===== config.mk =====
export PLATFORM = sky130hd
export DESIGN_NAME = fpu_trap_and_cache_enable_control
export DESIGN_NICKNAME = d
export VERILOG_FILES = /design/src/rtl/fpu_trap_pkg.sv /design/src/rtl/cache_line_valid.sv /design/src/rtl/fpu_trap_and_cache_enable_control.sv
export SDC_FILE = /design/constraint.sdc
export NUM_CORES = 1
export LEC_CHECK = 0
export BUFFER_PORTS_ARGS = -buffer_cell sky130_fd_sc_hd__buf_2
export CORE_MARGIN = 10
export CORE_UTILIZATION = 56
export CTS_BUF_LIST = sky130_fd_sc_hd__clkbuf_4 sky130_fd_sc_hd__clkbuf_8
export DETAILED_ROUTE_END_ITERATION = 6
export PLACE_DENSITY_LB_ADDON = 0.2
export SLEW_MARGIN = 15
export SYNTH_ARGS = -nofsm -noshare
export SYNTH_HDL_FRONTEND = slang
export SYNTH_SLANG_ARGS = --single-unit

===== constraint.sdc =====
create_clock -name pclk -period 1.9 [get_ports pclk]
set_input_delay 0.38 -clock pclk [delete_from_list [all_inputs] [get_ports pclk]]
set_output_delay 0.38 -clock pclk [all_outputs]
set_load 0.05 [all_outputs]

===== src/rtl/fpu_trap_pkg.sv =====
// constants for the floating-point trap and cache enable control block
package fpu_trap_pkg;

	// register byte offsets on the APB bus
	localparam logic [7:0] CTRL_OFF = 8'h00;
	localparam logic [7:0] IRQ_STATUS_OFF = 8'h04;
	localparam logic [7:0] IRQ_MASK_OFF = 8'h08;
	localparam logic [7:0] MODEL_INDEX_OFF = 8'h0C;
	localparam logic [7:0] MODEL_DATA_OFF = 8'h10;
	localparam logic [7:0] CACHE_STAT_OFF = 8'h14;
	localparam logic [7:0] RANGE_STAT_OFF = 8'h18;

	// primary control register field positions
	localparam int MONITOR_WAIT_BIT = 1;
	localparam int EMULATION_TRAP_BIT = 2;
	localparam int TASK_SWITCHED_BIT = 3;
	localparam int NATIVE_ERROR_BIT = 5;
	localparam int NOT_WRITE_THROUGH_BIT = 29;
	localparam int CACHE_DISABLE_BIT = 30;

	// primary control register reset value: cache flags set, the rest clear
	localparam logic [31:0] CTRL_RESET = 32'h6000_0000;

	// interrupt status bit positions
	localparam int EV_DEV_FAULT = 0;
	localparam int EV_FP_ERROR = 1;
	localparam int EV_EXT_FP_IRQ = 2;
	localparam int EV_MODEL_WRITE = 3;
	localparam int EV_WIDTH = 4;
	localparam logic [EV_WIDTH-1:0] EV_RESET = 4'h0;

	// instruction kinds issued by the core
	localparam int KIND_WIDTH = 3;
	localparam logic [KIND_WIDTH-1:0] KIND_OTHER = 3'h0;
	localparam logic [KIND_WIDTH-1:0] KIND_FLOAT = 3'h1;
	localparam logic [KIND_WIDTH-1:0] KIND_WAIT = 3'h2;
	localparam logic [KIND_WIDTH-1:0] KIND_MODEL_READ = 3'h3;
	localparam logic [KIND_WIDTH-1:0] KIND_MODEL_WRITE = 3'h4;

	// model-specific register file; upper entries are the range registers
	localparam int MODEL_IDX_WIDTH = 3;
	localparam int MODEL_COUNT = 8;
	localparam int RANGE_FIRST = 4;
	localparam int RANGE_COUNT = 4;
	localparam logic [31:0] MODEL_RESET = 32'h0000_0000;
	localparam logic [31:0] UNCACHED_MEMORY_TYPE = 32'h0000_0000;

	// internal cache lines
	localparam int LINE_IDX_WIDTH = 4;
	localparam int LINE_COUNT = 16;

endpackage : fpu_trap_pkg


===== src/rtl/cache_line_valid.sv =====
// valid bits of the internal cache lines
`timescale 1ns/1ps
`default_nettype none
module cache_line_valid
	import fpu_trap_pkg::*;
(
	input wire logic pclk,
	input wire logic presetn,
	input wire logic ce,
	input wire logic cache_enable,
	input wire logic fill,
	input wire logic [LINE_IDX_WIDTH-1:0] fill_index,
	input wire logic flush,
	input wire logic [LINE_IDX_WIDTH-1:0] lookup_index,
	output logic lookup_valid,
	output logic any_valid
);

	logic [LINE_COUNT-1:0] valid_q;
	logic [LINE_COUNT-1:0] valid_d;
	logic [LINE_COUNT-1:0] fill_mask;

	assign fill_mask = (fill && cache_enable) ? (LINE_COUNT'(1) << fill_index) : '0;
	assign valid_d = flush ? '0 : (valid_q | fill_mask);
	// a disabled cache never reports a hit
	assign lookup_valid = cache_enable & valid_q[lookup_index];
	assign any_valid = |valid_q;

	always_ff @(posedge pclk or negedge presetn) begin
		if (!presetn) begin
			valid_q <= '0;
		end else if (ce) begin
			valid_q <= valid_d;
		end
	end

endmodule : cache_line_valid
`default_nettype wire


===== src/rtl/fpu_trap_and_cache_enable_control.sv =====
// floating-point trap routing, cache enable and model register control
// Function
// - reset clears the emulation-trap, monitor-wait and native-error flags.
// - emulation-trap set makes every float instruction fault instead of executing.
// - monitor-wait clear lets wait instructions ignore the task-switched flag.
// - monitor-wait and task-switched both set make wait instructions fault.
// - native-error set gives internal fault; clear gives external interrupt request.
// - caches run only with both cache flags clear; reset sets both.
// - after reset every internal cache line is invalid.
// - model registers are read and written by dedicated instructions.
// - range register value zero selects uncached; reset clears them all.
`timescale 1ns/1ps
`default_nettype none
module fpu_trap_and_cache_enable_control
	import fpu_trap_pkg::*;
(
	input wire logic pclk,
	input wire logic presetn,
	input wire logic ce,
	// APB slave
	input wire logic psel,
	input wire logic penable,
	input wire logic pwrite,
	input wire logic [7:0] paddr,
	input wire logic [31:0] pwdata,
	output logic [31:0] prdata,
	output logic pready,
	output logic pslverr,
	output logic irq,
	// instruction port from the core
	input wire logic instr_valid,
	input wire logic [KIND_WIDTH-1:0] instr_kind,
	input wire logic [MODEL_IDX_WIDTH-1:0] instr_model_index,
	input wire logic [31:0] instr_model_wdata,
	input wire logic task_switch,
	output logic instr_done,
	output logic fpu_issue,
	output logic wait_complete,
	output logic device_unavailable_fault,
	output logic [31:0] model_rdata,
	// floating-point exception from the unit
	input wire logic fp_unmasked_exc,
	input wire logic ext_irq_ack,
	output logic fp_error_fault,
	output logic ext_fp_irq,
	// caches
	input wire logic line_fill,
	input wire logic [LINE_IDX_WIDTH-1:0] line_fill_index,
	input wire logic cache_flush,
	input wire logic [LINE_IDX_WIDTH-1:0] lookup_index,
	output logic cache_enable,
	output logic line_hit,
	output logic [RANGE_COUNT-1:0] range_uncached
);

	logic [31:0] ctrl_q;
	logic [31:0] ctrl_d;
	logic [EV_WIDTH-1:0] status_q;
	logic [EV_WIDTH-1:0] status_d;
	logic [EV_WIDTH-1:0] mask_q;
	logic [MODEL_IDX_WIDTH-1:0] index_q;
	logic [31:0] model_q [MODEL_COUNT];
	logic [31:0] prdata_q;
	logic [31:0] prdata_d;

	// outcome pulse flops
	logic fault_q;
	logic fpu_issue_q;
	logic wait_done_q;
	logic instr_done_q;
	logic fp_error_q;
	logic ext_irq_q;
	logic ext_irq_d;

	// result of the last model register read instruction
	logic [31:0] model_rdata_q;

	// any line valid, shown in the cache status word
	logic any_valid;

	// flags of the primary control register
	wire emulation_trap_flag = ctrl_q[EMULATION_TRAP_BIT];
	wire monitor_wait_flag = ctrl_q[MONITOR_WAIT_BIT];
	wire native_error_flag = ctrl_q[NATIVE_ERROR_BIT];
	wire task_switched_flag = ctrl_q[TASK_SWITCHED_BIT];
	wire cache_disable_flag = ctrl_q[CACHE_DISABLE_BIT];
	wire not_write_through_flag = ctrl_q[NOT_WRITE_THROUGH_BIT];

	// APB decode
	wire setup_phase = psel & ~penable;
	wire access_phase = psel & penable;
	wire sel_ctrl = (paddr == CTRL_OFF);
	wire sel_status = (paddr == IRQ_STATUS_OFF);
	wire sel_mask = (paddr == IRQ_MASK_OFF);
	wire sel_index = (paddr == MODEL_INDEX_OFF);
	wire sel_data = (paddr == MODEL_DATA_OFF);
	wire sel_cache = (paddr == CACHE_STAT_OFF);
	wire sel_range = (paddr == RANGE_STAT_OFF);
	wire sel_any = sel_ctrl | sel_status | sel_mask | sel_index | sel_data | sel_cache | sel_range;
	// writes land only in the access cycle of a mapped address
	wire wr_en = access_phase & pwrite & sel_any;
	wire wr_ctrl = wr_en & sel_ctrl;
	wire wr_status = wr_en & sel_status;
	wire wr_mask = wr_en & sel_mask;
	wire wr_index = wr_en & sel_index;
	wire wr_data = wr_en & sel_data;

	// instruction classification
	wire is_float = instr_valid & (instr_kind == KIND_FLOAT);
	wire is_wait = instr_valid & (instr_kind == KIND_WAIT);
	wire is_model_read = instr_valid & (instr_kind == KIND_MODEL_READ);
	wire is_model_write = instr_valid & (instr_kind == KIND_MODEL_WRITE);
	// a float instruction has exactly one outcome: trap, task-switch trap or issue
	wire float_trap = is_float & emulation_trap_flag;
	wire float_ts_trap = is_float & ~emulation_trap_flag & task_switched_flag;
	wire float_run = is_float & ~emulation_trap_flag & ~task_switched_flag;
	// wait honours the task-switched flag only under monitor-wait
	wire wait_trap = is_wait & monitor_wait_flag & task_switched_flag;
	wire wait_run = is_wait & ~wait_trap;
	wire fault_d = float_trap | float_ts_trap | wait_trap;

	// unmasked exception routing
	wire native_exc = fp_unmasked_exc & native_error_flag;
	wire external_exc = fp_unmasked_exc & ~native_error_flag;

	// control register: task switch sets the flag, set wins over a software clear
	always_comb begin
		ctrl_d = ctrl_q;
		if (wr_ctrl) begin
			ctrl_d[MONITOR_WAIT_BIT] = pwdata[MONITOR_WAIT_BIT];
			ctrl_d[EMULATION_TRAP_BIT] = pwdata[EMULATION_TRAP_BIT];
			ctrl_d[TASK_SWITCHED_BIT] = pwdata[TASK_SWITCHED_BIT];
			ctrl_d[NATIVE_ERROR_BIT] = pwdata[NATIVE_ERROR_BIT];
			ctrl_d[NOT_WRITE_THROUGH_BIT] = pwdata[NOT_WRITE_THROUGH_BIT];
			ctrl_d[CACHE_DISABLE_BIT] = pwdata[CACHE_DISABLE_BIT];
		end
		if (task_switch) begin
			ctrl_d[TASK_SWITCHED_BIT] = 1'b1;
		end
	end

	// sticky events: a new event in the clearing cycle survives
	wire [EV_WIDTH-1:0] ev_set;
	assign ev_set[EV_DEV_FAULT] = fault_d;
	assign ev_set[EV_FP_ERROR] = native_exc;
	assign ev_set[EV_EXT_FP_IRQ] = external_exc;
	assign ev_set[EV_MODEL_WRITE] = is_model_write;
	// writing a one clears a status bit
	wire [EV_WIDTH-1:0] ev_clr = wr_status ? pwdata[EV_WIDTH-1:0] : '0;
	assign status_d = (status_q & ~ev_clr) | ev_set;

	// external request held until acknowledged; a new exception wins
	assign ext_irq_d = external_exc | (ext_irq_q & ~ext_irq_ack);

	// read data is captured in the setup cycle and shown in the access cycle,
	// so the word on prdata is settled a whole cycle before pready samples it
	wire [31:0] status_word = {{(32-EV_WIDTH){1'b0}}, status_q};
	wire [31:0] mask_word = {{(32-EV_WIDTH){1'b0}}, mask_q};
	wire [31:0] index_word = {{(32-MODEL_IDX_WIDTH){1'b0}}, index_q};
	wire [31:0] data_word = model_q[index_q];
	wire [31:0] range_word = {{(32-RANGE_COUNT){1'b0}}, range_uncached};
	wire [31:0] cache_word = {30'h0, any_valid, cache_enable};
	// an unmapped address reads as zero
	assign prdata_d = sel_ctrl ? ctrl_q :
		sel_status ? status_word :
		sel_mask ? mask_word :
		sel_index ? index_word :
		sel_data ? data_word :
		sel_cache ? cache_word :
		sel_range ? range_word :
		32'h0000_0000;

	// reset leaves every flag clear except the two cache flags
	always_ff @(posedge pclk or negedge presetn) begin
		if (!presetn) begin
			ctrl_q <= CTRL_RESET;
		end else if (ce) begin
			ctrl_q <= ctrl_d;
		end
	end

	// sticky status bits
	always_ff @(posedge pclk or negedge presetn) begin
		if (!presetn) begin
			status_q <= EV_RESET;
		end else if (ce) begin
			status_q <= status_d;
		end
	end

	// mask shares the status layout
	always_ff @(posedge pclk or negedge presetn) begin
		if (!presetn) begin
			mask_q <= EV_RESET;
		end else if (ce && wr_mask) begin
			mask_q <= pwdata[EV_WIDTH-1:0];
		end
	end

	// index selects the model word behind the data offset
	always_ff @(posedge pclk or negedge presetn) begin
		if (!presetn) begin
			index_q <= '0;
		end else if (ce && wr_index) begin
			index_q <= pwdata[MODEL_IDX_WIDTH-1:0];
		end
	end

	// only a read setup loads the capture flop, so writes leave prdata alone
	always_ff @(posedge pclk or negedge presetn) begin
		if (!presetn) begin
			prdata_q <= 32'h0000_0000;
		end else if (ce && setup_phase && !pwrite) begin
			prdata_q <= prdata_d;
		end
	end

	// model register file; the core instruction has priority over the bus
	always_ff @(posedge pclk or negedge presetn) begin
		if (!presetn) begin
			for (int i = 0; i < MODEL_COUNT; i++) begin
				model_q[i] <= MODEL_RESET;
			end
		end else if (ce) begin
			if (is_model_write) begin
				model_q[instr_model_index] <= instr_model_wdata;
			end else if (wr_data) begin
				model_q[index_q] <= pwdata;
			end
		end
	end

	// read instruction result holds until the next read
	always_ff @(posedge pclk or negedge presetn) begin
		if (!presetn) begin
			model_rdata_q <= 32'h0000_0000;
		end else if (ce && is_model_read) begin
			model_rdata_q <= model_q[instr_model_index];
		end
	end

	// one-cycle outcome pulses for each instruction
	always_ff @(posedge pclk or negedge presetn) begin
		if (!presetn) begin
			fault_q <= 1'b0;
		end else if (ce) begin
			fault_q <= fault_d;
		end
	end

	// float issued to the unit
	always_ff @(posedge pclk or negedge presetn) begin
		if (!presetn) begin
			fpu_issue_q <= 1'b0;
		end else if (ce) begin
			fpu_issue_q <= float_run;
		end
	end

	// wait completed
	always_ff @(posedge pclk or negedge presetn) begin
		if (!presetn) begin
			wait_done_q <= 1'b0;
		end else if (ce) begin
			wait_done_q <= wait_run;
		end
	end

	// instruction finished without a fault
	always_ff @(posedge pclk or negedge presetn) begin
		if (!presetn) begin
			instr_done_q <= 1'b0;
		end else if (ce) begin
			instr_done_q <= instr_valid & ~fault_d;
		end
	end

	// native-mode error fault pulse
	always_ff @(posedge pclk or negedge presetn) begin
		if (!presetn) begin
			fp_error_q <= 1'b0;
		end else if (ce) begin
			fp_error_q <= native_exc;
		end
	end

	// external request held until acknowledged
	always_ff @(posedge pclk or negedge presetn) begin
		if (!presetn) begin
			ext_irq_q <= 1'b0;
		end else if (ce) begin
			ext_irq_q <= ext_irq_d;
		end
	end

	// a range register holding zero marks its range uncached
	genvar g;
	generate
		for (g = 0; g < RANGE_COUNT; g++) begin : g_range
			assign range_uncached[g] = (model_q[RANGE_FIRST + g] == UNCACHED_MEMORY_TYPE);
		end
	endgenerate

	// both cache flags must be clear; reset leaves the caches off
	assign cache_enable = ~cache_disable_flag & ~not_write_through_flag;

	// line valid bits; a flush wins over a fill in the same cycle
	cache_line_valid u_lines (
		.pclk(pclk),
		.presetn(presetn),
		.ce(ce),
		.cache_enable(cache_enable),
		.fill(line_fill),
		.fill_index(line_fill_index),
		.flush(cache_flush),
		.lookup_index(lookup_index),
		.lookup_valid(line_hit),
		.any_valid(any_valid)
	);

	// bus answer is combinational so a frozen clock enable never stalls the master
	assign pready = access_phase;
	assign pslverr = access_phase & ~sel_any;
	assign prdata = prdata_q;
	assign irq = |(status_q & mask_q);

	// registered instruction outcomes
	assign device_unavailable_fault = fault_q;
	assign fpu_issue = fpu_issue_q;
	assign wait_complete = wait_done_q;
	assign instr_done = instr_done_q;
	assign model_rdata = model_rdata_q;

	// exception routing outputs
	assign fp_error_fault = fp_error_q;
	assign ext_fp_irq = ext_irq_q;

endmodule : fpu_trap_and_cache_enable_control
`default_nettype wire


==> impl_results.html, run 1 <==
<table>
<tr><th>Metric</th><th>Value</th></tr>
<tr><th colspan="2">Timing</th></tr>
<tr><td>Type of pin the worst path ends at</td><td>top-level output</td></tr>
<tr><td>Worst setup endpoint after the global-route repair_timing</td><td>range_uncached[2]</td></tr>
<tr><th colspan="2">Synth</th></tr>
<tr><td>Async set or reset register ratio after synthesis</td><td>1.000</td></tr>
<tr><td>Syn Std Cell Area</td><td>19740 µm²</td></tr>
<tr><td>Number of standard cells after synthesis</td><td>2109</td></tr>
<tr><td>Predominant post-synthesis flop cell</td><td>sky130_fd_sc_hd__dfrtp_1</td></tr>
<tr><td>Number of enable flip-flop cells after synthesis</td><td>0</td></tr>
<tr><td>Number of synthesis warnings</td><td>0</td></tr>
<tr><td>Post-Synthesis Net Count</td><td>2207</td></tr>
<tr><td>Synth Area per Inst</td><td>9.362 µm²</td></tr>
<tr><td>Post-synthesis register bit count</td><td>359</td></tr>
<tr><td>Sequential fraction of the synthesis area</td><td>0.4551</td></tr>
<tr><td>Synth unique cells</td><td>64</td></tr>
<tr><th colspan="2">Floorplanning</th></tr>
<tr><td>I/O Pins</td><td>177</td></tr>
<tr><td>Vertical die dimension</td><td>207.8 µm</td></tr>
<tr><td>Overall die width</td><td>207.8 µm</td></tr>
<tr><td>Effective utilization at floorplan</td><td>0.5702</td></tr>
<tr><td># rows</td><td>68</td></tr>
<tr><th colspan="2">Global route</th></tr>
<tr><td>Total global routing overflow</td><td>156</td></tr>
<tr><td>Total routing resource utilization after global routing</td><td>0.8101</td></tr>
<tr><td>Antenna violations before repair</td><td>26</td></tr>
<tr><td>Maximum number of pins on one net before global-route repair</td><td>70</td></tr>
<tr><th colspan="2">CTS</th></tr>
<tr><td>Num CTS Buffers</td><td>61</td></tr>
<tr><td>Root buffer selected by CTS</td><td>sky130_fd_sc_hd__clkbuf_8</td></tr>
<tr><td>Num Clock Sinks</td><td>359</td></tr>
<tr><td>Number of buffers between clock root and the deepest sink</td><td>3</td></tr>
<tr><td>H-tree levels</td><td>2</td></tr>
<tr><th colspan="2">Place</th></tr>
<tr><td>Port-buffer cells</td><td>176</td></tr>
<tr><td>HPWL after detailed placement</td><td>61.97 mm</td></tr>
<tr><td>Placer's final routability congestion estimate</td><td>1.018</td></tr>
<tr><td># placed instances</td><td>2932</td></tr>
<tr><td>DP Worst Slack</td><td>-0.3683 ns</td></tr>
<tr><th colspan="2">Run status</th></tr>
<tr><td>Log Error</td><td>[ERROR GRT-0232] Routing congestion too high. Check the congestion heatmap in the GUI.</td></tr>
<tr><td>Run status</td><td>aborted with a tool error</td></tr>
<tr><td>Last stage reached</td><td>global routing (5_1_grt)</td></tr>
</table>
per-layer routing:
layer	global-route usage	overflow
met5	0.5573	1
met4	0.7998	71
met3	0.7724	6
met2	0.9005	69
met1	0.7815	9
timing repair:
item / 4_1_cts
buffers inserted: 111
resized for setup: 600
pin swaps: 155
cloned: 39
setup endpoints to repair: 269
hold buffers: 5
endpoints found under the hold margin: 217
kinds of logic after synthesis:
kind of cell / synth area share
flops: 0.4551
simple gates: 0.1281
compound gates: 0.3159
mux: 0.04518
buf+inv: 0.05564
metrics by stage:
step           area (µm²)  hold WS (ns)
4_1_cts             29490      0.005826
2_1_floorplan       19770       0.08441
3_5_place_dp        24320        0.2842
3_3_place_gp        24320        0.2831
cells in the mapped netlist, types with 25 or more instances:
cell type / count / area [µm²]
sky130_fd_sc_hd__a21oi_1: 126 / 630.6
sky130_fd_sc_hd__a22oi_1: 307 / 2305
sky130_fd_sc_hd__o2bb2ai_1: 40 / 350.3
sky130_fd_sc_hd__buf_2: 56 / 280.3
sky130_fd_sc_hd__nand2_1: 180 / 675.7
sky130_fd_sc_hd__a221oi_1: 85 / 744.5
sky130_fd_sc_hd__dfrtp_1: 357 / 8934
sky130_fd_sc_hd__and2_1: 33 / 206.5
sky130_fd_sc_hd__nor4_1: 36 / 225.2
sky130_fd_sc_hd__o21ai_0: 159 / 795.8
sky130_fd_sc_hd__buf_1: 44 / 165.2
sky130_fd_sc_hd__nor2_1: 174 / 653.1
sky130_fd_sc_hd__a22o_1: 88 / 770.7
sky130_fd_sc_hd__a31oi_1: 40 / 250.2
sky130_fd_sc_hd__mux2_2: 29 / 326.6
sky130_fd_sc_hd__mux2i_1: 25 / 250.2
sky130_fd_sc_hd__clkbuf_1: 155 / 581.8
==> inputs of run 2 (changes only) <==
Settings changed: CORE_UTILIZATION 56 to 40, CTS_BUF_LIST sky130_fd_sc_hd__clkbuf_4 sky130_fd_sc_hd__clkbuf_8 to default, PLACE_DENSITY_LB_ADDON 0.2 to 0.15.
Clock period 1.9 ns to 2.5 ns, I/O delays scaled along.
==> impl_results.html, run 2 <==
<table>
<tr><th>Metric</th><th>Value</th></tr>
<tr><th colspan="2">Worst setup path</th></tr>
<tr><td>Data required, critical path</td><td>2.00 ns</td></tr>
<tr><td>Max stage delay on crit path</td><td>0.48 ns</td></tr>
<tr><td>Reg2reg path depth</td><td>6</td></tr>
<tr><td>Reg2reg end</td><td>prdata[5]</td></tr>
<tr><td>Startpoint of the worst setup timing path</td><td>u_lines.valid_q[14]</td></tr>
<tr><td>Most common cell on crit path</td><td>sky130_fd_sc_hd__mux4_2</td></tr>
<tr><td>Worst reg2reg path startpoint</td><td>index_q[2]</td></tr>
<tr><td>Capturing element of the worst setup path</td><td>line_hit</td></tr>
<tr><td>Capturing element type of the critical path</td><td>output port</td></tr>
<tr><td>Cells along the critical path</td><td>mux4_2 &gt; mux4_2 &gt; and2_4 &gt; buf_6</td></tr>
<tr><td>Crit path kind</td><td>register to output port</td></tr>
<tr><td>Setup crit start kind</td><td>register</td></tr>
<tr><td>Setup slack, reg-to-reg</td><td>0.09 ns</td></tr>
<tr><td>Arrival @ worst endpoint</td><td>2.25 ns</td></tr>
<tr><td>Critical-path cell with the highest stage delay</td><td>sky130_fd_sc_hd__mux4_2</td></tr>
<tr><td>Largest fanout of any net on the critical path</td><td>3</td></tr>
<tr><th colspan="2">Finish</th></tr>
<tr><td>Leading cell types in the layout, fill and taps excluded</td><td>344 x sky130_fd_sc_hd__dfrtp_1, 307 x sky130_fd_sc_hd__a22oi_1, 180 x sky130_fd_sc_hd__nand2_1</td></tr>
<tr><td>Utilization of the core after routing</td><td>0.4928</td></tr>
<tr><td>Number of flip-flops under the largest register name</td><td>256</td></tr>
<tr><td>Layout cells sized above 1</td><td>0.2349</td></tr>
<tr><td>Final Non-Filler Cells</td><td>2951</td></tr>
<tr><td>Most common cell after layout, fill and taps aside</td><td>sky130_fd_sc_hd__dfrtp_1</td></tr>
<tr><td>Final std cell area, no fill</td><td>24070 µm²</td></tr>
<tr><td>Largest reg by FF count</td><td>model_q</td></tr>
<tr><td>Fill count</td><td>4642</td></tr>
<tr><td>Final net count</td><td>2348</td></tr>
<tr><td>Syn-to-layout area delta</td><td>21.92%</td></tr>
<tr><th colspan="2">CTS</th></tr>
<tr><td>Clock tree from TritonCTS</td><td>built</td></tr>
<tr><td>Num Clock Sinks</td><td>359 (unchanged)</td></tr>
<tr><td>Root buffer selected by CTS</td><td>sky130_fd_sc_hd__clkbuf_16 (was sky130_fd_sc_hd__clkbuf_8)</td></tr>
<tr><td>Clock Latency Late Sink</td><td>0.58 ns</td></tr>
<tr><td>Number of buffers between clock root and the deepest sink</td><td>3 (unchanged)</td></tr>
<tr><td>H-tree levels</td><td>2 (unchanged)</td></tr>
<tr><td>Clock input transition at the sequential cells of the worst setup and hold paths</td><td>0.06 ns</td></tr>
<tr><td>Num CTS Buffers</td><td>42 (was 61)</td></tr>
<tr><th colspan="2">Power and ir drop</th></tr>
<tr><td>Power Density</td><td>635.1 nW/µm²</td></tr>
<tr><td>Worst-case vdd ir drop</td><td>0.4642 mV</td></tr>
<tr><td>Sum of internal, switching and leakage power</td><td>0.01529 W</td></tr>
<tr><td>Cell leakage power</td><td>9.896 nW</td></tr>
<tr><th colspan="2">Floorplanning</th></tr>
<tr><td># rows</td><td>81 (was 68)</td></tr>
<tr><td>Floorplan die area</td><td>58650 µm²</td></tr>
<tr><td>Core area</td><td>48850 µm²</td></tr>
<tr><td>Effective utilization at floorplan</td><td>0.4042 (was 0.5702)</td></tr>
<tr><td>Overall die width</td><td>242.2 µm (was 207.8 µm)</td></tr>
<tr><td>Vertical die dimension</td><td>242.2 µm (was 207.8 µm)</td></tr>
<tr><td>I/O Pins</td><td>177 (unchanged)</td></tr>
<tr><th colspan="2">Timing</th></tr>
<tr><td>Slew Viols, Final</td><td>0</td></tr>
<tr><td>RSZ-0062 raised after global routing</td><td>true</td></tr>
<tr><td>TNS Setup</td><td>-0.8118 ns</td></tr>
<tr><td>Setup skew after layout</td><td>0.01360 ns</td></tr>
<tr><td>Final setup violation count</td><td>5</td></tr>
<tr><td>Achievable clock frequency</td><td>363.1 MHz</td></tr>
<tr><td>Final min period</td><td>2.754 ns</td></tr>
<tr><td>Relative slew slack</td><td>0.2357</td></tr>
<tr><td>Period utilisation layout</td><td>1.102</td></tr>
<tr><td>Endpoints failing hold</td><td>0</td></tr>
<tr><td>Worst Setup Slack, final</td><td>-0.2538 ns</td></tr>
<tr><td>Slew at the pin closest to its max-slew limit</td><td>1.144 ns</td></tr>
<tr><th colspan="2">Detailed routing</th></tr>
<tr><td>Total length of routed wires</td><td>88.77 mm</td></tr>
<tr><td>Via count of the routed design</td><td>19523</td></tr>
<tr><td>Post-DR wirelength/cell</td><td>30.08 µm</td></tr>
<tr><td>Via density</td><td>6.616</td></tr>
<tr><td>Count of antenna-violating nets left after detailed routing</td><td>0</td></tr>
<tr><td>First-pass detailed-route iteration total</td><td>6</td></tr>
<tr><td>1st-iter DRT viols</td><td>2495</td></tr>
<tr><td>Number of remaining DRC errors</td><td>0</td></tr>
<tr><th colspan="2">Synth</th></tr>
<tr><td>Synth Area per Inst</td><td>9.362 µm² (unchanged)</td></tr>
<tr><td>Post-synthesis register bit count</td><td>359 (unchanged)</td></tr>
<tr><td>Largest family of logic cells by synthesized area</td><td>compound AO/OA/AOI/OAI gates (unchanged)</td></tr>
<tr><td>Most area-hungry cell type in the Yosys netlist</td><td>sky130_fd_sc_hd__dfrtp_1 (unchanged)</td></tr>
<tr><td>Async set or reset register ratio after synthesis</td><td>1.000 (unchanged)</td></tr>
<tr><td>Share of the synthesized area in the top cell type</td><td>0.4525 (unchanged)</td></tr>
<tr><td>Cell types occupying the most area after synthesis</td><td>sky130_fd_sc_hd__dfrtp_1 45%, sky130_fd_sc_hd__a22oi_1 12%, sky130_fd_sc_hd__o21ai_0 4.0%, sky130_fd_sc_hd__a22o_1 3.9%, sky130_fd_sc_hd__a221oi_1 3.8% (unchanged)</td></tr>
<tr><td>Post-Synthesis Net Count</td><td>2207 (unchanged)</td></tr>
<tr><td>Predominant post-synthesis flop cell</td><td>sky130_fd_sc_hd__dfrtp_1 (unchanged)</td></tr>
<tr><td>Simple-gate share of the synthesized area</td><td>0.1281 (unchanged)</td></tr>
<tr><td>Xor-xnor portion of the synthesized cell area</td><td>0 (unchanged)</td></tr>
<tr><td>Number of synthesis warnings</td><td>0 (unchanged)</td></tr>
<tr><td>Post-synthesis share of cell area spent on full adders, half adders and majority gates</td><td>0 (unchanged)</td></tr>
<tr><td>Post-synthesis compound-gate area fraction</td><td>0.3159 (unchanged)</td></tr>
<tr><td>Share of cell area taken by muxes after synthesis</td><td>0.04518 (unchanged)</td></tr>
<tr><td>Library cell with the highest instance count after synthesis</td><td>sky130_fd_sc_hd__dfrtp_1 (unchanged)</td></tr>
<tr><td>Number of standard cells after synthesis</td><td>2109 (unchanged)</td></tr>
<tr><td>Synth unique cells</td><td>64 (unchanged)</td></tr>
<tr><td>Sequential fraction of the synthesis area</td><td>0.4551 (unchanged)</td></tr>
<tr><td>Cell types with the highest counts after synthesis</td><td>357 x sky130_fd_sc_hd__dfrtp_1, 307 x sky130_fd_sc_hd__a22oi_1, 180 x sky130_fd_sc_hd__nand2_1 (unchanged)</td></tr>
<tr><td>Number of enable flip-flop cells after synthesis</td><td>0 (unchanged)</td></tr>
<tr><td>Syn Std Cell Area</td><td>19740 µm² (unchanged)</td></tr>
<tr><th colspan="2">Place</th></tr>
<tr><td># placed instances</td><td>2855 (was 2932)</td></tr>
<tr><td>Port-buffer cells</td><td>176 (unchanged)</td></tr>
<tr><td>Placer's final routability congestion estimate</td><td>0.9219 (was 1.018)</td></tr>
<tr><td>Post-placement cell area</td><td>22270 µm² (was 24320 µm²)</td></tr>
<tr><td>HPWL after detailed placement</td><td>59.83 mm (was 61.97 mm)</td></tr>
<tr><th colspan="2">Global route</th></tr>
<tr><td>Total routing resource utilization after global routing</td><td>0.2915</td></tr>
<tr><td>Maximum number of pins on one net before global-route repair</td><td>74</td></tr>
<tr><td>Number of global-route vias before repair</td><td>19313</td></tr>
<tr><td>First-pass GRT wire length</td><td>130.3 mm</td></tr>
<tr><td>Total global routing overflow</td><td>0</td></tr>
<tr><td>Antenna violations before repair</td><td>8</td></tr>
<tr><th colspan="2">Run</th></tr>
<tr><td>Count of maximum capacitance violations</td><td>0</td></tr>
<tr><th colspan="2">Run status</th></tr>
<tr><td>Violated checks</td><td>negative setup slack</td></tr>
<tr><td>Run status</td><td>finished, violations left (was aborted with a tool error)</td></tr>
<tr><th colspan="2">Hold path</th></tr>
<tr><td>Classification of the worst-slack hold path</td><td>primary input to register</td></tr>
</table>
==> run 2: cell counts after synthesis <==
Identical to the previous run, type by type.
==> run 2: stage by stage <==
step	hold WS (ns)	setup WS, ns
2_1_floorplan	0.2044	0.08364
4_1_cts	0.1277	-0.2789
6_report	0.1491	-0.2538
3_5_place_dp	0.4555	-0.04228
3_3_place_gp	0.4466	-0.06375
5_1_grt	0.1387	-0.2993
==> run 2: what timing repair did <==
| item | 4_1_cts | 5_1_grt |
|---|---|---|
| gates cloned | 0 | 0 |
| hold buffers | 1 | 0 |
| gates resized for setup | 48 | 9 |
| endpoints found under the hold margin | 45 | 0 |
| pin swaps | 9 | 8 |
| buffers inserted | 12 | 2 |
| endpoints found under the setup margin | 5 | 29 |
==> run 2: power breakdown <==
part / total (W) / internal (W) / switching (W)
Sequential: 0.00641 / 0.00613 / 0.000281
Clock: 0.00649 / 0.00385 / 0.00263
Combinational: 0.00239 / 0.000769 / 0.00162
==> run 2: final cells by class <==
cell class	count	area, µm²	share of cell area
sequential	359	9002	0.3740
tap	664	830.8	0.03451
multi-input combinational	1481	9991	0.4150
inverter	9	33.78	0.001403
clock inverter	17	214.0	0.008888
timing repair buffer	357	2791	0.1160
antenna	5	12.51	0.0005198
clock buffer	59	1196	0.04969
==> run 2: cells by family after synthesis <==
logic type / count (synthesis)
multiplexers: 69
buffers and inverters: 269
flip-flops: 359
AO/OA/AOI/OAI: 885
AND/OR/NAND/NOR: 527
==> run 2: how the worst min path moves through the flow <==
| stage | from | endpoint | depth (start not counted) |
|---|---|---|---|
| after floorplan | presetn | ctrl_q[1] | 0 |
| after global placement | prdata[14] | prdata[14] | 2 |
| after detailed placement | prdata[14] | prdata[14] | 2 |
| after CTS | task_switch | ctrl_q[3] | 3 |
| after global routing | task_switch | ctrl_q[3] | 3 |
| final | task_switch | ctrl_q[3] | 3 |
==> run 2: routing by layer <==
metal,track usage,up-vias,wire (µm)
met2,0.4521,1296,39930
li1,-,8327,-
met3,0.06878,273,9339
met1,0.3786,9625,35240
met4,0.1378,2,4257
met5,0,-,13
==> run 2: critical path, delay by kind of cell, from the launching register on <==
| kind | cells | cell delay [ns] |
|---|---|---|
| buffers and inverters | 1 | 0.14 |
| flip-flops | 1 | 0.42 |
| AND/OR/NAND/NOR | 1 | 0.17 |
| multiplexers | 2 | 0.95 |
No activity file was read; power rests on OpenSTA's default activity.
==> inputs of run 3 (changes only) <==
Settings changed: ABC_AREA from default to 1, SYNTH_HIERARCHICAL from default to 1.
Clock period 2.5 ns to 2.6 ns, I/O delays scaled along.
==> impl_results.html, run 3 <==
<table>
<tr><th>Metric</th><th>Value</th></tr>
<tr><th colspan="2">Power and ir drop</th></tr>
<tr><td>Internal power component</td><td>0.01019 W (was 0.01075 W)</td></tr>
<tr><td>Power Density</td><td>591.5 nW/µm² (was 635.1 nW/µm²)</td></tr>
<tr><td>Clock power share</td><td>0.434 (was 0.424)</td></tr>
<tr><td>Cell leakage power</td><td>12.29 nW (was 9.896 nW)</td></tr>
<tr><td>Sequential Power Share</td><td>0.419 (about the same)</td></tr>
<tr><td>Worst-case vdd ir drop</td><td>0.3762 mV (was 0.4642 mV)</td></tr>
<tr><td>Switching power as a share of total power</td><td>0.3012 (was 0.2969)</td></tr>
<tr><td>Fraction of power consumed by combinational cells</td><td>0.148 (was 0.157)</td></tr>
<tr><td>Total net switching power</td><td>0.004390 W (was 0.004539 W)</td></tr>
<tr><th colspan="2">Floorplanning</th></tr>
<tr><td>Core area</td><td>51200 µm² (was 48850 µm²)</td></tr>
<tr><td>Vertical die dimension</td><td>247.3 µm (was 242.2 µm)</td></tr>
<tr><td># rows</td><td>83 (was 81)</td></tr>
<tr><td>Effective utilization at floorplan</td><td>0.4037 (was 0.4042)</td></tr>
<tr><td>Floorplan die area</td><td>61160 µm² (was 58650 µm²)</td></tr>
<tr><td>Overall die width</td><td>247.3 µm (was 242.2 µm)</td></tr>
<tr><td>I/O Pins</td><td>177 (unchanged)</td></tr>
<tr><th colspan="2">Detailed routing</th></tr>
<tr><td>1st-iter DRT viols</td><td>3238 (was 2495)</td></tr>
<tr><td>Via count of the routed design</td><td>23136 (was 19523)</td></tr>
<tr><td>First-pass detailed-route iteration total</td><td>7 (was 6)</td></tr>
<tr><td>Total length of routed wires</td><td>102.2 mm (was 88.77 mm)</td></tr>
<tr><td>Post-DR wirelength/cell</td><td>27.25 µm (was 30.08 µm)</td></tr>
<tr><td>Via density</td><td>6.170 (was 6.616)</td></tr>
<tr><td>Count of antenna-violating nets left after detailed routing</td><td>0 (unchanged)</td></tr>
<tr><td>Number of remaining DRC errors</td><td>0 (unchanged)</td></tr>
<tr><th colspan="2">CTS</th></tr>
<tr><td>H-tree levels</td><td>2 (unchanged)</td></tr>
<tr><td>Clock input transition at the sequential cells of the worst setup and hold paths</td><td>0.06 ns (about the same)</td></tr>
<tr><td>Root buffer selected by CTS</td><td>sky130_fd_sc_hd__clkbuf_16 (unchanged)</td></tr>
<tr><td>Num Clock Sinks</td><td>359 (unchanged)</td></tr>
<tr><td>Clock Latency Late Sink</td><td>0.58 ns (about the same)</td></tr>
<tr><td>Num CTS Buffers</td><td>43 (was 42)</td></tr>
<tr><td>Buffers inserted by post-CTS timing repair</td><td>0 (was 12)</td></tr>
<tr><td>Clock tree from TritonCTS</td><td>built (unchanged)</td></tr>
<tr><td>Number of buffers between clock root and the deepest sink</td><td>3 (unchanged)</td></tr>
<tr><th colspan="2">Synth</th></tr>
<tr><td>Number of enable flip-flop cells after synthesis</td><td>0 (unchanged)</td></tr>
<tr><td>Async set or reset register ratio after synthesis</td><td>1.000 (unchanged)</td></tr>
<tr><td>Number of synthesis warnings</td><td>6 (was 0)</td></tr>
<tr><td>Library cell with the highest instance count after synthesis</td><td>sky130_fd_sc_hd__nand2_1 (was sky130_fd_sc_hd__dfrtp_1)</td></tr>
<tr><td>Predominant post-synthesis flop cell</td><td>sky130_fd_sc_hd__dfrtp_1 (unchanged)</td></tr>
<tr><td>Syn Std Cell Area</td><td>20670 µm² (was 19740 µm²)</td></tr>
<tr><td>Number of standard cells after synthesis</td><td>2852 (was 2109)</td></tr>
<tr><td>Synth Area per Inst</td><td>7.247 µm² (was 9.362 µm²)</td></tr>
<tr><td>Synth unique cells</td><td>44 (was 64)</td></tr>
<tr><td>Cell types with the highest counts after synthesis</td><td>903 x sky130_fd_sc_hd__nand2_1, 357 x sky130_fd_sc_hd__dfrtp_1, 328 x sky130_fd_sc_hd__nand3_1 (was 357 x sky130_fd_sc_hd__dfrtp_1, 307 x sky130_fd_sc_hd__a22oi_1, 180 x sky130_fd_sc_hd__nand2_1)</td></tr>
<tr><td>Sequential fraction of the synthesis area</td><td>0.4348 (was 0.4551)</td></tr>
<tr><td>Share of the synthesized area in the top cell type</td><td>0.4322 (was 0.4525)</td></tr>
<tr><td>Most area-hungry cell type in the Yosys netlist</td><td>sky130_fd_sc_hd__dfrtp_1 (unchanged)</td></tr>
<tr><td>Post-synthesis register bit count</td><td>359 (unchanged)</td></tr>
<tr><td>Cell types occupying the most area after synthesis</td><td>sky130_fd_sc_hd__dfrtp_1 43%, sky130_fd_sc_hd__nand2_1 16%, sky130_fd_sc_hd__o22ai_1 8.2%, sky130_fd_sc_hd__nand3_1 7.9%, sky130_fd_sc_hd__inv_1 4.0% (was sky130_fd_sc_hd__dfrtp_1 45%, sky130_fd_sc_hd__a22oi_1 12%, sky130_fd_sc_hd__o21ai_0 4.0%, sky130_fd_sc_hd__a22o_1 3.9%, sky130_fd_sc_hd__a221oi_1 3.8%)</td></tr>
<tr><td>Post-Synthesis Net Count</td><td>2950 (was 2207)</td></tr>
<tr><th colspan="2">Hold path</th></tr>
<tr><td>Hold path start</td><td>task_switch (unchanged)</td></tr>
<tr><td>Classification of the worst-slack hold path</td><td>primary input to register (unchanged)</td></tr>
<tr><td>Cell depth of the worst min-delay path</td><td>3 (unchanged)</td></tr>
<tr><td>Capture endpoint of the worst hold path</td><td>ctrl_q[3] (unchanged)</td></tr>
<tr><th colspan="2">Finish</th></tr>
<tr><td>Final std cell area, no fill</td><td>24650 µm² (was 24070 µm²)</td></tr>
<tr><td>Leading cell types in the layout, fill and taps excluded</td><td>900 x sky130_fd_sc_hd__nand2_1, 357 x sky130_fd_sc_hd__dfrtp_1, 320 x sky130_fd_sc_hd__nand3_1 (was 344 x sky130_fd_sc_hd__dfrtp_1, 307 x sky130_fd_sc_hd__a22oi_1, 180 x sky130_fd_sc_hd__nand2_1)</td></tr>
<tr><td>Number of flip-flops under the largest register name</td><td>256 (unchanged)</td></tr>
<tr><td>Final Non-Filler Cells</td><td>3750 (was 2951)</td></tr>
<tr><td>Final net count</td><td>3137 (was 2348)</td></tr>
<tr><td>Syn-to-layout area delta</td><td>19.25% (was 21.92%)</td></tr>
<tr><td>Largest reg by FF count</td><td>model_q (unchanged)</td></tr>
<tr><td>Most common cell after layout, fill and taps aside</td><td>sky130_fd_sc_hd__nand2_1 (was sky130_fd_sc_hd__dfrtp_1)</td></tr>
<tr><td>Layout cells sized above 1</td><td>0.1499 (was 0.2349)</td></tr>
<tr><th colspan="2">Worst setup path</th></tr>
<tr><td>Worst reg2reg path startpoint</td><td>index_q[1] (was index_q[2])</td></tr>
<tr><td>Cells along the critical path</td><td>nor2_1 &gt; nand2_1 &gt; nor2_1 &gt; nand2_2 &gt; nor2_4 &gt; buf_4 (was mux4_2 &gt; mux4_2 &gt; and2_4 &gt; buf_6)</td></tr>
<tr><td>Arrival @ worst endpoint</td><td>2.07 ns (was 2.25 ns)</td></tr>
<tr><td>Setup slack, reg-to-reg</td><td>0.19 ns (was 0.09 ns)</td></tr>
<tr><td>Reg2reg path depth</td><td>7 (was 6)</td></tr>
<tr><td>Critical-path cell with the highest stage delay</td><td>sky130_fd_sc_hd__dfrtp_1 (was sky130_fd_sc_hd__mux4_2)</td></tr>
<tr><td>Max stage delay on crit path</td><td>0.41 ns (was 0.48 ns)</td></tr>
<tr><td>Data required, critical path</td><td>2.08 ns (was 2.00 ns)</td></tr>
<tr><td>Most common cell on crit path</td><td>sky130_fd_sc_hd__nor2_1 (was sky130_fd_sc_hd__mux4_2)</td></tr>
<tr><td>Crit path kind</td><td>register to output port (unchanged)</td></tr>
<tr><td>Capturing element type of the critical path</td><td>output port (unchanged)</td></tr>
<tr><td>Startpoint of the worst setup timing path</td><td>model_q[113] (was u_lines.valid_q[14])</td></tr>
<tr><td>Setup crit start kind</td><td>register (unchanged)</td></tr>
<tr><td>Reg2reg end</td><td>prdata[19] (was prdata[5])</td></tr>
<tr><td>Largest fanout of any net on the critical path</td><td>3 (unchanged)</td></tr>
<tr><th colspan="2">Timing</th></tr>
<tr><td>Period utilisation layout</td><td>0.9971</td></tr>
<tr><td>TNS Setup</td><td>0 ns (was -0.8118 ns)</td></tr>
<tr><td>Final setup violation count</td><td>0 (was 5)</td></tr>
<tr><td>Slew Viols, Final</td><td>0 (unchanged)</td></tr>
<tr><td>Relative slew slack</td><td>0.5859 (was 0.2357)</td></tr>
<tr><td>Final min period</td><td>2.592 ns</td></tr>
<tr><td>Setup skew after layout</td><td>0.01679 ns (was 0.01360 ns)</td></tr>
<tr><td>RSZ-0062 raised after global routing</td><td>false (was true)</td></tr>
<tr><td>Achievable clock frequency</td><td>385.7 MHz</td></tr>
<tr><td>Endpoints failing hold</td><td>0 (unchanged)</td></tr>
<tr><td>Slew at the pin closest to its max-slew limit</td><td>0.6211 ns (was 1.144 ns)</td></tr>
<tr><th colspan="2">Global route</th></tr>
<tr><td>Met1 track utilization from global routing</td><td>0.4328 (was 0.3786)</td></tr>
<tr><td>Met2 Use GR</td><td>0.4952 (was 0.4521)</td></tr>
<tr><td>First-pass GRT wire length</td><td>149.3 mm (was 130.3 mm)</td></tr>
<tr><td>Number of global-route vias before repair</td><td>22256 (was 19313)</td></tr>
<tr><td>Met3 GRT Util</td><td>0.08017 (was 0.06878)</td></tr>
<tr><td>Maximum number of pins on one net before global-route repair</td><td>82 (was 74)</td></tr>
<tr><td>Total global routing overflow</td><td>0 (unchanged)</td></tr>
<tr><td>Antenna violations before repair</td><td>0 (was 8)</td></tr>
<tr><td>Most congested layer reported by global routing</td><td>met2 (unchanged)</td></tr>
<tr><td>Total routing resource utilization after global routing</td><td>0.3267 (was 0.2915)</td></tr>
<tr><th colspan="2">Place</th></tr>
<tr><td>Port-buffer cells</td><td>176 (unchanged)</td></tr>
<tr><td># placed instances</td><td>3673 (was 2855)</td></tr>
<tr><td>HPWL after detailed placement</td><td>65.29 mm (was 59.83 mm)</td></tr>
<tr><td>Placer's final routability congestion estimate</td><td>0.9827 (was 0.9219)</td></tr>
<tr><td>Post-placement cell area</td><td>23100 µm² (was 22270 µm²)</td></tr>
<tr><th colspan="2">Run</th></tr>
<tr><td>Count of maximum capacitance violations</td><td>0 (unchanged)</td></tr>
<tr><th colspan="2">Run status</th></tr>
<tr><td>Run status</td><td>completed (was finished, violations left)</td></tr>
</table>
run 3: changes by cell type in the layout (fill, tap and decap cells not counted), moves of 48 or more:
cell / change
sky130_fd_sc_hd__inv_1: +215
sky130_fd_sc_hd__a21oi_1: -48
sky130_fd_sc_hd__a22o_1: -82
sky130_fd_sc_hd__o22ai_1: +267
sky130_fd_sc_hd__nand2_1: +720
sky130_fd_sc_hd__o21ai_0: -91
sky130_fd_sc_hd__nand3_1: +308
sky130_fd_sc_hd__a22oi_1: -276
run 3: logic make-up (layout without fill, tap and decap cells):
kind of cell | count (synthesis) | in the layout | share of synthesized area
and+or+nand+nor | 1460 | 1460 | 0.2925
AOI/OAI and AO/OA | 604 | 604 | 0.1855
buffers and inverters | 429 | 646 | 0.08717
DFF | 359 | 359 | 0.4348
other | 0 | 1 | 0
run 3: worst max path at each step:
| stage | end | slack [ns] | cells after the start |
|---|---|---|---|
| final | range_uncached[0] | 0.008 | 6 |
| after global routing | range_uncached[3] | 0.02 | 6 |
| after CTS | range_uncached[3] | 0.0005 | 6 |
| after detailed placement | prdata[6] | 0.28 | 9 |
| after global placement | model_q[45] | 0.30 | 11 |
| after floorplan | line_hit | 0.08 | 3 |
run 3: final cells by class:
type                       instances  area, µm²
multi-input combinational       2064      10100
timing repair buffer             334       2385
inverter                         237      890.9
antenna                            1      2.502
fill                            5149      26550
clock buffer                      58       1215
clock inverter                    17      215.2
tap                              680      850.8
sequential                       359       8986
run 3: worst max-delay path: cells and delay by family, from the launching register on:
kind	cells	cell delay, ns
flip-flops	1	0.41
AND/OR/NAND/NOR	5	0.86
buffers and inverters	1	0.22
run 3: timing repair:
| item | CTS | global route |
|---|---|---|
| endpoints found under the hold margin | 43 | 0 |
| endpoints found under the setup margin | 4 | 4 |
| gates resized for setup | 18 | 12 |
| hold buffers | 1 | 0 |
run 3: per-layer routing:
metal	part of all wire	wire, µm
met4	0.053	5416
met2	0.44	44650
met5	0	0
met1	0.39	39360
met3	0.12	12770
run 3: per-stage QoR:
| step | worst slack, ns | util | power (W) | hold slack, ns |
|---|---|---|---|---|
| finish | 0.007621 | 0.4814 | 0.01458 | 0.1815 |
| global route | 0.01883 | 0.4814 | 0.01502 | 0.1908 |
| CTS | 0.0004949 | 0.4805 | 0.01459 | 0.1618 |
| detailed placement | 0.2773 | 0.4511 | 0.008286 | 0.4580 |
| global placement | 0.3004 | 0.4511 | 0.008273 | 0.4540 |
| floorplan | 0.07630 | - | 0.007371 | 0.2244 |
run 3: power groups by stage:
stage               Sequential [W]  Clock, W  Combinational (W)
floorplan                  0.00658         0           0.000795
global placement           0.00619         0            0.00208
detailed placement         0.00620         0            0.00209
CTS                        0.00610   0.00637            0.00212
global route               0.00613   0.00659            0.00229
finish                     0.00610   0.00632            0.00215
